===== src/mwsc_pkg.sv =====
// Contract
// RL1 - the high-page extension register holds bits 22:21 for windows 4 to 7 of region a, window 7 in the top pair.
// RL2 - software sets the region-select bit to one before writing the high-page extension register.
// RL3 - each bit of the low shadow enable maps one 16 Kbyte block, bit 0 at 0c0000h up to bit 7 at 0dc000h.
// RL4 - each bit of the high shadow enable maps one 16 Kbyte block, bit 0 at 0e0000h up to bit 7 ending at 0fffffh.
// RL5 - every shadow enable bit leaves reset cleared so nothing is shadowed until software sets it.
// RL6 - software keeps the reserved index between the shadow enables and misc control two at zero.
// RL7 - idle-clock select at zero keeps idle cycles on the fast clock, at one moves them to the 9.2 MHz clock.
// RL8 - software leaves the idle-clock select at zero when the processor runs at 33 MHz or 25 MHz.
// RL9 - during smi accesses a20 passes through when the pass bit is one and is forced low when it is zero.
// RL10 - the bit-23 extension register holds bit 23 for all eight windows, bit n for window n.
// RL11 - bits 3:0 of the bit-23 register exist once per region and the region-select bit picks the copy accessed.
// RL12 - software picks the target region with the region-select bit before programming the bit-23 register.
// RL13 - each window page value supplies translated bits 20:14 and is joined with the extension bits held here.
// RL14 - a separate low-page extension register supplies bits 22:21 for windows 0 to 3, shared by both regions.
// RL15 - an access inside an enabled window forms its address from extension 23:21, page 20:14 and cpu 13:0.
// RL16 - software writes zero to bit 7 and one to bit 4 of misc control two and treats 6, 5, 3 and 1 as reserved.
package mwsc_pkg;
   // -----------------------------------------------------------------
   // register indexes
   // -----------------------------------------------------------------
   localparam logic [7:0] MWSC_IDX_HIGH_PAGE_EXT = 8'h67;
   localparam logic [7:0] MWSC_IDX_SHADOW_LOW = 8'h68;
   localparam logic [7:0] MWSC_IDX_SHADOW_HIGH = 8'h69;
   localparam logic [7:0] MWSC_IDX_RESERVED = 8'h6a;
   localparam logic [7:0] MWSC_IDX_MISC_TWO = 8'h6b;
   localparam logic [7:0] MWSC_IDX_BIT23_EXT = 8'h6c;
   localparam logic [7:0] MWSC_IDX_LOW_PAGE_EXT = 8'h6e;

   // -----------------------------------------------------------------
   // reset values and field positions
   // -----------------------------------------------------------------
   localparam logic [7:0] MWSC_RST_BYTE = 8'h00;
   localparam logic [3:0] MWSC_RST_NIBBLE = 4'h0;
   localparam int MWSC_MISC_A20_BIT = 0;
   localparam int MWSC_MISC_IDLE_BIT = 2;
   localparam int MWSC_MISC_RSVD1_BIT = 4;
   localparam int MWSC_MISC_RSVD0_BIT = 7;

   // -----------------------------------------------------------------
   // address layout
   // -----------------------------------------------------------------
   localparam int MWSC_ADDR_W = 24;
   localparam int MWSC_PAGE_W = 7;
   localparam int MWSC_EXT_W = 3;
   localparam int MWSC_OFS_W = 14;
   localparam int MWSC_WIN_A = 8;
   localparam int MWSC_WIN_B = 4;
   localparam int MWSC_SHARED_WIN = 4;
   localparam logic [5:0] MWSC_SHADOW_TOP = 6'h03;
   localparam int MWSC_SHADOW_BLOCKS = 16;
endpackage


===== src/mwsc_rst_sync.sv =====
`timescale 1ns/10ps
module mwsc_rst_sync import mwsc_pkg::*; (
   input wire logic clk_sys,
   input wire logic rst_n,
   output logic rst_sync_n
);
   logic stage_n;

   // -----------------------------------------------------------------
   // release through two flops, assert at once
   // -----------------------------------------------------------------
   always_ff @(posedge clk_sys or negedge rst_n) begin
      if (!rst_n) begin
         stage_n <= 1'b0;
         rst_sync_n <= 1'b0;
      end else begin
         stage_n <= 1'b1;
         rst_sync_n <= stage_n;
      end
   end
endmodule


===== src/mwsc_win_xlate.sv =====
`timescale 1ns/10ps
module mwsc_win_xlate import mwsc_pkg::*; #(
   parameter int NWIN = 8,
   parameter int IW = 3
) (
   input wire logic clk_sys,
   input wire logic rst_sync_n,
   input wire logic win_hit,
   input wire logic [IW-1:0] win_index,
   input wire logic [NWIN*MWSC_PAGE_W-1:0] page_flat,
   input wire logic [NWIN*MWSC_EXT_W-1:0] ext_flat,
   input wire logic [MWSC_OFS_W-1:0] cpu_offset,
   output logic [MWSC_ADDR_W-1:0] phys_addr,
   output logic phys_valid
);
   // -----------------------------------------------------------------
   // elaboration check
   // -----------------------------------------------------------------
   if (NWIN < 1 || IW != $clog2(NWIN) || (1 << IW) != NWIN) begin : g_bad
      $error("window count must be a power of two matching the index width");
   end

   logic [MWSC_PAGE_W-1:0] sel_page;
   logic [MWSC_EXT_W-1:0] sel_ext;

   // pick the hit window's page and extension bits
   always_comb begin
      sel_page = page_flat[MWSC_PAGE_W*win_index +: MWSC_PAGE_W];
      sel_ext = ext_flat[MWSC_EXT_W*win_index +: MWSC_EXT_W];
   end

   // registered so the address leaves on a flop edge
   always_ff @(posedge clk_sys or negedge rst_sync_n) begin
      if (!rst_sync_n) begin
         phys_addr <= '0;
         phys_valid <= 1'b0;
      end else begin
         phys_valid <= win_hit;
         if (win_hit) begin
            phys_addr <= {sel_ext, sel_page, cpu_offset}; // RL15
         end
      end
   end
endmodule


===== src/mwsc_config.sv =====
`timescale 1ns/10ps
module mwsc_config import mwsc_pkg::*; (
   input wire logic clk_sys,
   input wire logic rst_n,
   input wire logic [7:0] reg_addr,
   input wire logic [7:0] reg_wdata,
   input wire logic reg_wr,
   input wire logic reg_rd,
   output logic [7:0] reg_rdata,
   input wire logic region_a_select,
   input wire logic [MWSC_ADDR_W-1:0] cpu_addr,
   input wire logic smi_active,
   input wire logic win_a_hit,
   input wire logic [2:0] win_a_index,
   input wire logic [MWSC_WIN_A*MWSC_PAGE_W-1:0] window_region_a_page,
   input wire logic win_b_hit,
   input wire logic [1:0] win_b_index,
   input wire logic [MWSC_WIN_B*MWSC_PAGE_W-1:0] window_region_b_page,
   output logic [MWSC_ADDR_W-1:0] window_region_a_addr,
   output logic window_region_a_valid,
   output logic [MWSC_ADDR_W-1:0] window_region_b_addr,
   output logic window_region_b_valid,
   output logic [2*8-1:0] shadow_en,
   output logic shadow_hit,
   output logic idle_clk_low_sel,
   output logic a20_out
);
   logic rst_sync_n;
   logic [7:0] high_page_addr_ext;
   logic [7:0] shadow_enable_low;
   logic [7:0] shadow_enable_high;
   logic [7:0] low_page_ext;
   logic [3:0] bit23_upper;
   logic [3:0] bit23_lower_a;
   logic [3:0] bit23_lower_b;
   logic misc_rsvd_one;
   logic smi_a20_pass;
   logic wr_high_ext;
   logic wr_bit23;
   logic [7:0] next_rdata;
   logic [7:0] addr_bit23_ext_view;
   logic [7:0] misc_control_two_view;
   logic [MWSC_WIN_A*MWSC_EXT_W-1:0] ext_a_flat;
   logic [MWSC_WIN_B*MWSC_EXT_W-1:0] ext_b_flat;

   // -----------------------------------------------------------------
   // reset release
   // -----------------------------------------------------------------
   mwsc_rst_sync u_rst_sync (
      .clk_sys(clk_sys),
      .rst_n(rst_n),
      .rst_sync_n(rst_sync_n)
   );

   // -----------------------------------------------------------------
   // write decode
   // -----------------------------------------------------------------
   // high-page writes land only with region a selected, a stray write with region b up is dropped
   assign wr_high_ext = reg_wr && reg_addr == MWSC_IDX_HIGH_PAGE_EXT && region_a_select; // RL2
   assign wr_bit23 = reg_wr && reg_addr == MWSC_IDX_BIT23_EXT;

   // high-page extension, region a windows 4 to 7
   always_ff @(posedge clk_sys or negedge rst_sync_n) begin
      if (!rst_sync_n) begin
         high_page_addr_ext <= MWSC_RST_BYTE;
      end else if (wr_high_ext) begin
         high_page_addr_ext <= reg_wdata; // RL1
      end
   end

   // shadow enables, both cleared by reset
   always_ff @(posedge clk_sys or negedge rst_sync_n) begin
      if (!rst_sync_n) begin
         shadow_enable_low <= MWSC_RST_BYTE; // RL5
         shadow_enable_high <= MWSC_RST_BYTE; // RL5
      end else if (reg_wr) begin
         if (reg_addr == MWSC_IDX_SHADOW_LOW) begin
            shadow_enable_low <= reg_wdata; // RL3
         end
         if (reg_addr == MWSC_IDX_SHADOW_HIGH) begin
            shadow_enable_high <= reg_wdata; // RL4
         end
      end
   end

   // misc control two; bit 7 and the read-only bits keep no state
   always_ff @(posedge clk_sys or negedge rst_sync_n) begin
      if (!rst_sync_n) begin
         misc_rsvd_one <= 1'b0;
         idle_clk_low_sel <= 1'b0;
         smi_a20_pass <= 1'b0;
      end else if (reg_wr && reg_addr == MWSC_IDX_MISC_TWO) begin
         misc_rsvd_one <= reg_wdata[MWSC_MISC_RSVD1_BIT];
         // no speed check here: software must keep it low at 33 and 25 MHz
         idle_clk_low_sel <= reg_wdata[MWSC_MISC_IDLE_BIT]; // RL7
         smi_a20_pass <= reg_wdata[MWSC_MISC_A20_BIT]; // RL9
      end
   end

   // bit-23 extension; lower nibble has one copy per region
   always_ff @(posedge clk_sys or negedge rst_sync_n) begin
      if (!rst_sync_n) begin
         bit23_upper <= MWSC_RST_NIBBLE;
         bit23_lower_a <= MWSC_RST_NIBBLE;
         bit23_lower_b <= MWSC_RST_NIBBLE;
      end else if (wr_bit23) begin
         if (region_a_select) begin
            bit23_upper <= reg_wdata[7:4]; // RL10
            bit23_lower_a <= reg_wdata[3:0]; // RL11
         end else begin
            // windows 4 to 7 exist only in region a, so their bits stay put
            bit23_lower_b <= reg_wdata[3:0]; // RL11
         end
      end
   end

   // low-page extension, one copy shared by both regions
   always_ff @(posedge clk_sys or negedge rst_sync_n) begin
      if (!rst_sync_n) begin
         low_page_ext <= MWSC_RST_BYTE;
      end else if (reg_wr && reg_addr == MWSC_IDX_LOW_PAGE_EXT) begin
         low_page_ext <= reg_wdata; // RL14
      end
   end

   // -----------------------------------------------------------------
   // read path
   // -----------------------------------------------------------------
   // bit-23 view follows the selected region; region b shows zero above
   assign addr_bit23_ext_view = region_a_select ? {bit23_upper, bit23_lower_a} : {4'h0, bit23_lower_b}; // RL11
   assign misc_control_two_view = {3'h0, misc_rsvd_one, 1'b0, idle_clk_low_sel, 1'b0, smi_a20_pass};

   // unmapped and reserved indexes read zero
   always_comb begin
      next_rdata = 8'h00;
      case (reg_addr)
         MWSC_IDX_HIGH_PAGE_EXT: begin
            next_rdata = high_page_addr_ext;
         end
         MWSC_IDX_SHADOW_LOW: begin
            next_rdata = shadow_enable_low;
         end
         MWSC_IDX_SHADOW_HIGH: begin
            next_rdata = shadow_enable_high;
         end
         MWSC_IDX_MISC_TWO: begin
            next_rdata = misc_control_two_view;
         end
         MWSC_IDX_BIT23_EXT: begin
            next_rdata = addr_bit23_ext_view;
         end
         MWSC_IDX_LOW_PAGE_EXT: begin
            next_rdata = low_page_ext;
         end
         default: begin
            next_rdata = 8'h00; // RL6
         end
      endcase
   end

   // read data stands for exactly the cycle after the strobe
   always_ff @(posedge clk_sys or negedge rst_sync_n) begin
      if (!rst_sync_n) begin
         reg_rdata <= 8'h00;
      end else if (reg_rd) begin
         reg_rdata <= next_rdata;
      end else begin
         reg_rdata <= 8'h00;
      end
   end

   // -----------------------------------------------------------------
   // extension bits per window
   // -----------------------------------------------------------------
   for (genvar w = 0; w < MWSC_WIN_A; w++) begin : g_ext_a
      if (w < MWSC_SHARED_WIN) begin : g_low
         assign ext_a_flat[w*MWSC_EXT_W +: MWSC_EXT_W] = {bit23_lower_a[w], low_page_ext[2*w+1], low_page_ext[2*w]};
      end else begin : g_high
         // window 7 sits in the top pair of the high-page byte
         assign ext_a_flat[w*MWSC_EXT_W +: MWSC_EXT_W] = {bit23_upper[w-4], high_page_addr_ext[2*(w-4)+1],
            high_page_addr_ext[2*(w-4)]}; // RL1
      end
   end

   for (genvar w = 0; w < MWSC_WIN_B; w++) begin : g_ext_b
      assign ext_b_flat[w*MWSC_EXT_W +: MWSC_EXT_W] = {bit23_lower_b[w], low_page_ext[2*w+1], low_page_ext[2*w]};
   end

   // -----------------------------------------------------------------
   // window translation
   // -----------------------------------------------------------------
   // page values supply bits 20:14, joined with the extension bits
   mwsc_win_xlate #(
      .NWIN(MWSC_WIN_A),
      .IW(3)
   ) u_xlate_a (
      .clk_sys(clk_sys),
      .rst_sync_n(rst_sync_n),
      .win_hit(win_a_hit),
      .win_index(win_a_index),
      .page_flat(window_region_a_page), // RL13
      .ext_flat(ext_a_flat),
      .cpu_offset(cpu_addr[MWSC_OFS_W-1:0]),
      .phys_addr(window_region_a_addr),
      .phys_valid(window_region_a_valid)
   );

   mwsc_win_xlate #(
      .NWIN(MWSC_WIN_B),
      .IW(2)
   ) u_xlate_b (
      .clk_sys(clk_sys),
      .rst_sync_n(rst_sync_n),
      .win_hit(win_b_hit),
      .win_index(win_b_index),
      .page_flat(window_region_b_page), // RL13
      .ext_flat(ext_b_flat),
      .cpu_offset(cpu_addr[MWSC_OFS_W-1:0]),
      .phys_addr(window_region_b_addr),
      .phys_valid(window_region_b_valid)
   );

   // -----------------------------------------------------------------
   // shadow map and a20 gate
   // -----------------------------------------------------------------
   assign shadow_en = {shadow_enable_high, shadow_enable_low};

   // sixteen 16 Kbyte blocks from 0c0000h, index from cpu bits 17:14
   always_ff @(posedge clk_sys or negedge rst_sync_n) begin
      if (!rst_sync_n) begin
         shadow_hit <= 1'b0;
      end else begin
         shadow_hit <= cpu_addr[23:18] == MWSC_SHADOW_TOP && shadow_en[cpu_addr[17:14]]; // RL3 RL4
      end
   end

   // a20 gated only during smi; registered for a clean output
   always_ff @(posedge clk_sys or negedge rst_sync_n) begin
      if (!rst_sync_n) begin
         a20_out <= 1'b0;
      end else if (smi_active) begin
         a20_out <= cpu_addr[20] & smi_a20_pass; // RL9
      end else begin
         a20_out <= cpu_addr[20];
      end
   end
endmodule


===== config.mk =====
export PLATFORM = sky130hd
export DESIGN_NAME = mwsc_config
export DESIGN_NICKNAME = d
export VERILOG_FILES = /design/src/mwsc_pkg.sv /design/src/mwsc_rst_sync.sv /design/src/mwsc_win_xlate.sv /design/src/mwsc_config.sv
export SDC_FILE = /design/constraint.sdc
export NUM_CORES = 1
export LEC_CHECK = 0
export BUFFER_PORTS_ARGS = -buffer_cell sky130_fd_sc_hd__buf_2
export CAP_MARGIN = 40
export CELL_PAD_IN_SITES_DETAIL_PLACEMENT = 0
export CELL_PAD_IN_SITES_GLOBAL_PLACEMENT = 2
export CORE_AREA = 2 2 154 111
export DETAILED_ROUTE_END_ITERATION = 16
export DIE_AREA = 0 0 156 113
export HOLD_SLACK_MARGIN = 0.15
export MAX_ROUTING_LAYER = met4
export PLACE_DENSITY_LB_ADDON = 0.1
export SYNTH_ARGS = -nofsm -noshare
export SYNTH_HDL_FRONTEND = slang
export SYNTH_SLANG_ARGS = --single-unit

===== constraint.sdc =====
create_clock -name clk_sys -period 8.3 [get_ports clk_sys]
set_input_delay 1.245 -clock clk_sys [delete_from_list [all_inputs] [get_ports clk_sys]]
set_output_delay 1.245 -clock clk_sys [all_outputs]
set_load 0.01 [all_outputs]

==> qor.json <==
{
  "crit_fanout": {"value": 18},
  "synth.largest_area_cell": {"value": "dfrtp_1"},
  "io_buffer_count": {"value": 213},
  "synthTopCellsByArea": {"value": "dfrtp_1 51%, mux2_2 16%, mux4_2 13%"},
  "worstMarginPinSlew": {"value": 0.742, "unit": "ns"},
  "std_cell_core_area": {"value": 16100, "unit": "µm²"},
  "number_of_global_route_vias_before_repair": {"value": 4155},
  "power.density_cell_area": {"value": 175, "unit": "nW/µm²"},
  "setup_viol": {"value": 0},
  "worstSetupStartpoint": {"value": "reg_addr[0]"},
  "critPathArrivalTime": {"value": 2.81, "unit": "ns"},
  "cts.sinks": {"value": 109},
  "layout.area.seq": {"value": 2730, "unit": "µm²"},
  "finalHoldViolations": {"value": 0},
  "run_status": {"value": "complete, no violations"},
  "cell_count_of_the_worst_reg_to_reg_path": {"value": 1},
  "antenna_found_initial": {"value": 0},
  "crit_end": {"value": "high_page_addr_ext[4]"},
  "clkTransAtPathRegs": {"value": 0.08, "unit": "ns"},
  "insertedDiodeCount": {"value": 0},
  "start_util": {"value": 0.334},
  "placementRows": {"value": 39},
  "postRouteWirelength": {"value": 15000, "unit": "µm"},
  "critical_path.endpoint_type": {"value": "flop"},
  "remaining_drc_errors": {"value": 0},
  "netlist.area_leader.share": {"value": 0.508},
  "netlist_instances": {"value": 362},
  "clock-root-buffer": {"value": "clkbuf_16"},
  "synthesized_net_count": {"value": 499},
  "total_area_of_multi_input_combinational_cells": {"value": 2520, "unit": "µm²"},
  "min_period_over_period": {"value": 0.309},
  "route.detailed.wl_per_inst": {"value": 19.4, "unit": "µm"},
  "share_of_flip_flops_with_an_asynchronous_set_or_reset": {"value": 1.00},
  "peakVddDrop": {"value": 102, "unit": "µV"},
  "cp-start-kind": {"value": "input pin"},
  "first_iter_violations": {"value": 201},
  "grt_max_degree": {"value": 59},
  "setup_repair_after_global_routing_missed_its_margin": {"value": "no"},
  "filler_cell_count": {"value": 1515},
  "post_synthesis_cell_area": {"value": 5370, "unit": "µm²"},
  "cts-buffers-inserted": {"value": 9},
  "timing.clock.skew": {"value": 0.00894, "unit": "ns"},
  "synth_warnings": {"value": 0},
  "grt_first_pass_wirelength": {"value": 23400, "unit": "µm"},
  "final_layout_size_suffix_gt1_frac": {"value": 0.623},
  "floorplan.die.height": {"value": 113, "unit": "µm"},
  "fin_tns_setup": {"value": 0, "unit": "ns"},
  "post-route-min-period": {"value": 2.56, "unit": "ns"},
  "finalInstanceArea": {"value": 6880, "unit": "µm²"},
  "slew_headroom": {"value": 0.505},
  "maxClockFrequency": {"value": 0.390, "unit": "GHz"},
  "synth_seq_area_share": {"value": 0.508},
  "detailedRoute.firstPassIterationCount": {"value": 4},
  "synthToLayoutAreaGrowth": {"value": 28.1, "unit": "%"},
  "clock_latency": {"value": 0.36, "unit": "ns"},
  "r2r-end": {"value": "reg_rdata[5]"},
  "ctsHtreeMaxLevel": {"value": 3},
  "place_area": {"value": 6590, "unit": "µm²"},
  "critical_path_required": {"value": 8.54, "unit": "ns"},
  "gp_congestion": {"value": 0.806},
  "global_route.overflow_total": {"value": 0},
  "worst-r2r-setup-slack": {"value": 6.72, "unit": "ns"},
  "route.antenna.remaining_nets": {"value": 0},
  "post_cts_resize_count": {"value": 0},
  "via_count": {"value": 3952},
  "synth-edff-count": {"value": 0},
  "syn_area_per_cell": {"value": 14.8, "unit": "µm²"},
  "most_repeated_cell_in_the_gate_level_netlist_after_synthesis": {"value": "dfrtp_1"},
  "io-pin-count": {"value": 214},
  "worstHoldPathType": {"value": "flop to async pin"},
  "clock_path_buffers": {"value": 2},
  "power": {"value": 1.20, "unit": "mW"},
  "cts_tree": {"value": "done"},
  "worstReg2RegStart": {"value": "u_rst_sync.rst_sync_n"},
  "post-cts-setup-buffers": {"value": 0},
  "number_of_nets_in_the_layout": {"value": 702},
  "synthFlopType": {"value": "dfrtp_1"},
  "post_cts_hold_buffer_count": {"value": 0},
  "path_class": {"value": "input pin to flop"},
  "synth.lib_cells_used.distinct": {"value": 38},
  "post-dp-hpwl": {"value": 11700, "unit": "µm"},
  "route.detailed.vias_per_inst": {"value": 5.10},
  "yosys-top-cells-count": {"value": "109 x dfrtp_1, 78 x mux2_2, 32 x mux4_2"},
  "grt.total_usage": {"value": 0.182},
  "die-area": {"value": 17600, "unit": "µm²"},
  "die_width": {"value": 156, "unit": "µm"},
  "ys_ff_latch": {"value": 109},
  "power.leakage": {"value": 3.37, "unit": "nW"},
  "drv_cap": {"value": 0},
  "finalMaxSlewViolations": {"value": 0}
}
## through the flow
| stage | util | instances | hold WS, ns | setup WS, ns |
|---|---|---|---|---|
| 6_report | 0.428 | 775 | 0.351 | 5.74 |
| 5_1_grt | 0.428 | 775 | 0.380 | 5.64 |
| 4_1_cts | 0.428 | 775 | 0.368 | 5.78 |
| 3_5_place_dp | 0.410 | 759 | 0.345 | 5.40 |
| 3_3_place_gp | 0.410 | 759 | 0.344 | 5.46 |
| 2_1_floorplan | - | 362 | 0.331 | 5.04 |
## sequential cells by signal (all words and copies together), names as in the netlist
register,cells
u_rst_sync.rst_sync_n,1
low_page_ext,8
u_xlate_b.phys_valid,1
shadow_enable_low,8
idle_clk_low_sel,1
shadow_hit,1
misc_rsvd_one,1
u_rst_sync.stage_n,1
high_page_addr_ext,8
bit23_lower_a,4
bit23_upper,4
bit23_lower_b,4
u_xlate_b.phys_addr,24
reg_rdata,8
shadow_enable_high,8
u_xlate_a.phys_valid,1
u_xlate_a.phys_addr,24
a20_out,1
smi_a20_pass,1
## layout make-up
class | instances | share of cell area
Inverter | 1 | 0.000546
Tap cell | 205 | 0.0373
Clock buffer | 9 | 0.0327
Timing Repair Buffer | 214 | 0.156
Sequential cell | 109 | 0.397
Clock inverter | 7 | 0.00946
Multi-Input combinational cell | 230 | 0.367
## report_power, final
part	leakage, nW	switching (mW)	internal (mW)
registers	1.40	0.0272	0.566
clock network	0.140	0.210	0.211
logic	1.83	0.0898	0.0997
total	3.37	0.327	0.877
## cell usage in the layout, fill, tap and decap left out, drive strengths merged, types with 2 or more instances in the layout
cell    netlist  routed
inv           1       5
a22oi         8       8
nand2b        2       2
nor2         21      21
nor3          2       2
mux4         34      34
buf          13     214
mux2i        19      19
a21oi        19      19
o22ai         8       8
nand2         4       4
clkinv        0       2
clkbuf        9       9
nor2b         5       5
mux2         86      86
a211oi        4       4
a22o          3       3
and3          2       2
dfrtp       109     109
nand4b        2       2
and2          2       2
## kinds of logic (layout without fill, tap and decap cells)
group | after synthesis | after routing | share of synthesized area
compound gates | 44 | 44 | 0.0517
simple gates | 46 | 46 | 0.0522
flops | 109 | 109 | 0.508
buf+inv | 23 | 231 | 0.0219
other cells | 1 | 1 | 0.000698
mux | 139 | 139 | 0.365
## routing by layer
layer,global-route usage,up-vias,wire length (µm)
met1,0.254,1993,6910
met2,0.271,157,6830
met3,0.0437,12,1160
met5,-,-,0
met4,0.0434,0,133
li1,-,1790,-
## worst max-delay path, cell delays in order
cell     delay, ns
buf_2         0.30
nor2b_1       0.38
and4_1        0.49
mux2_2        0.38
## worst min path at each step
stage                                      from  slack [ns]  cells after the start                      end
final                     u_rst_sync.rst_sync_n        0.35                      0  u_xlate_a.phys_addr[13]
after global routing         u_rst_sync.stage_n        0.38                      0    u_rst_sync.rst_sync_n
after CTS                    u_rst_sync.stage_n        0.37                      0    u_rst_sync.rst_sync_n
after detailed placement     u_rst_sync.stage_n        0.34                      0    u_rst_sync.rst_sync_n
after global placement       u_rst_sync.stage_n        0.34                      0    u_rst_sync.rst_sync_n
after floorplan              u_rst_sync.stage_n        0.33                      0    u_rst_sync.rst_sync_n
No activity file was read; power rests on OpenSTA's default activity.
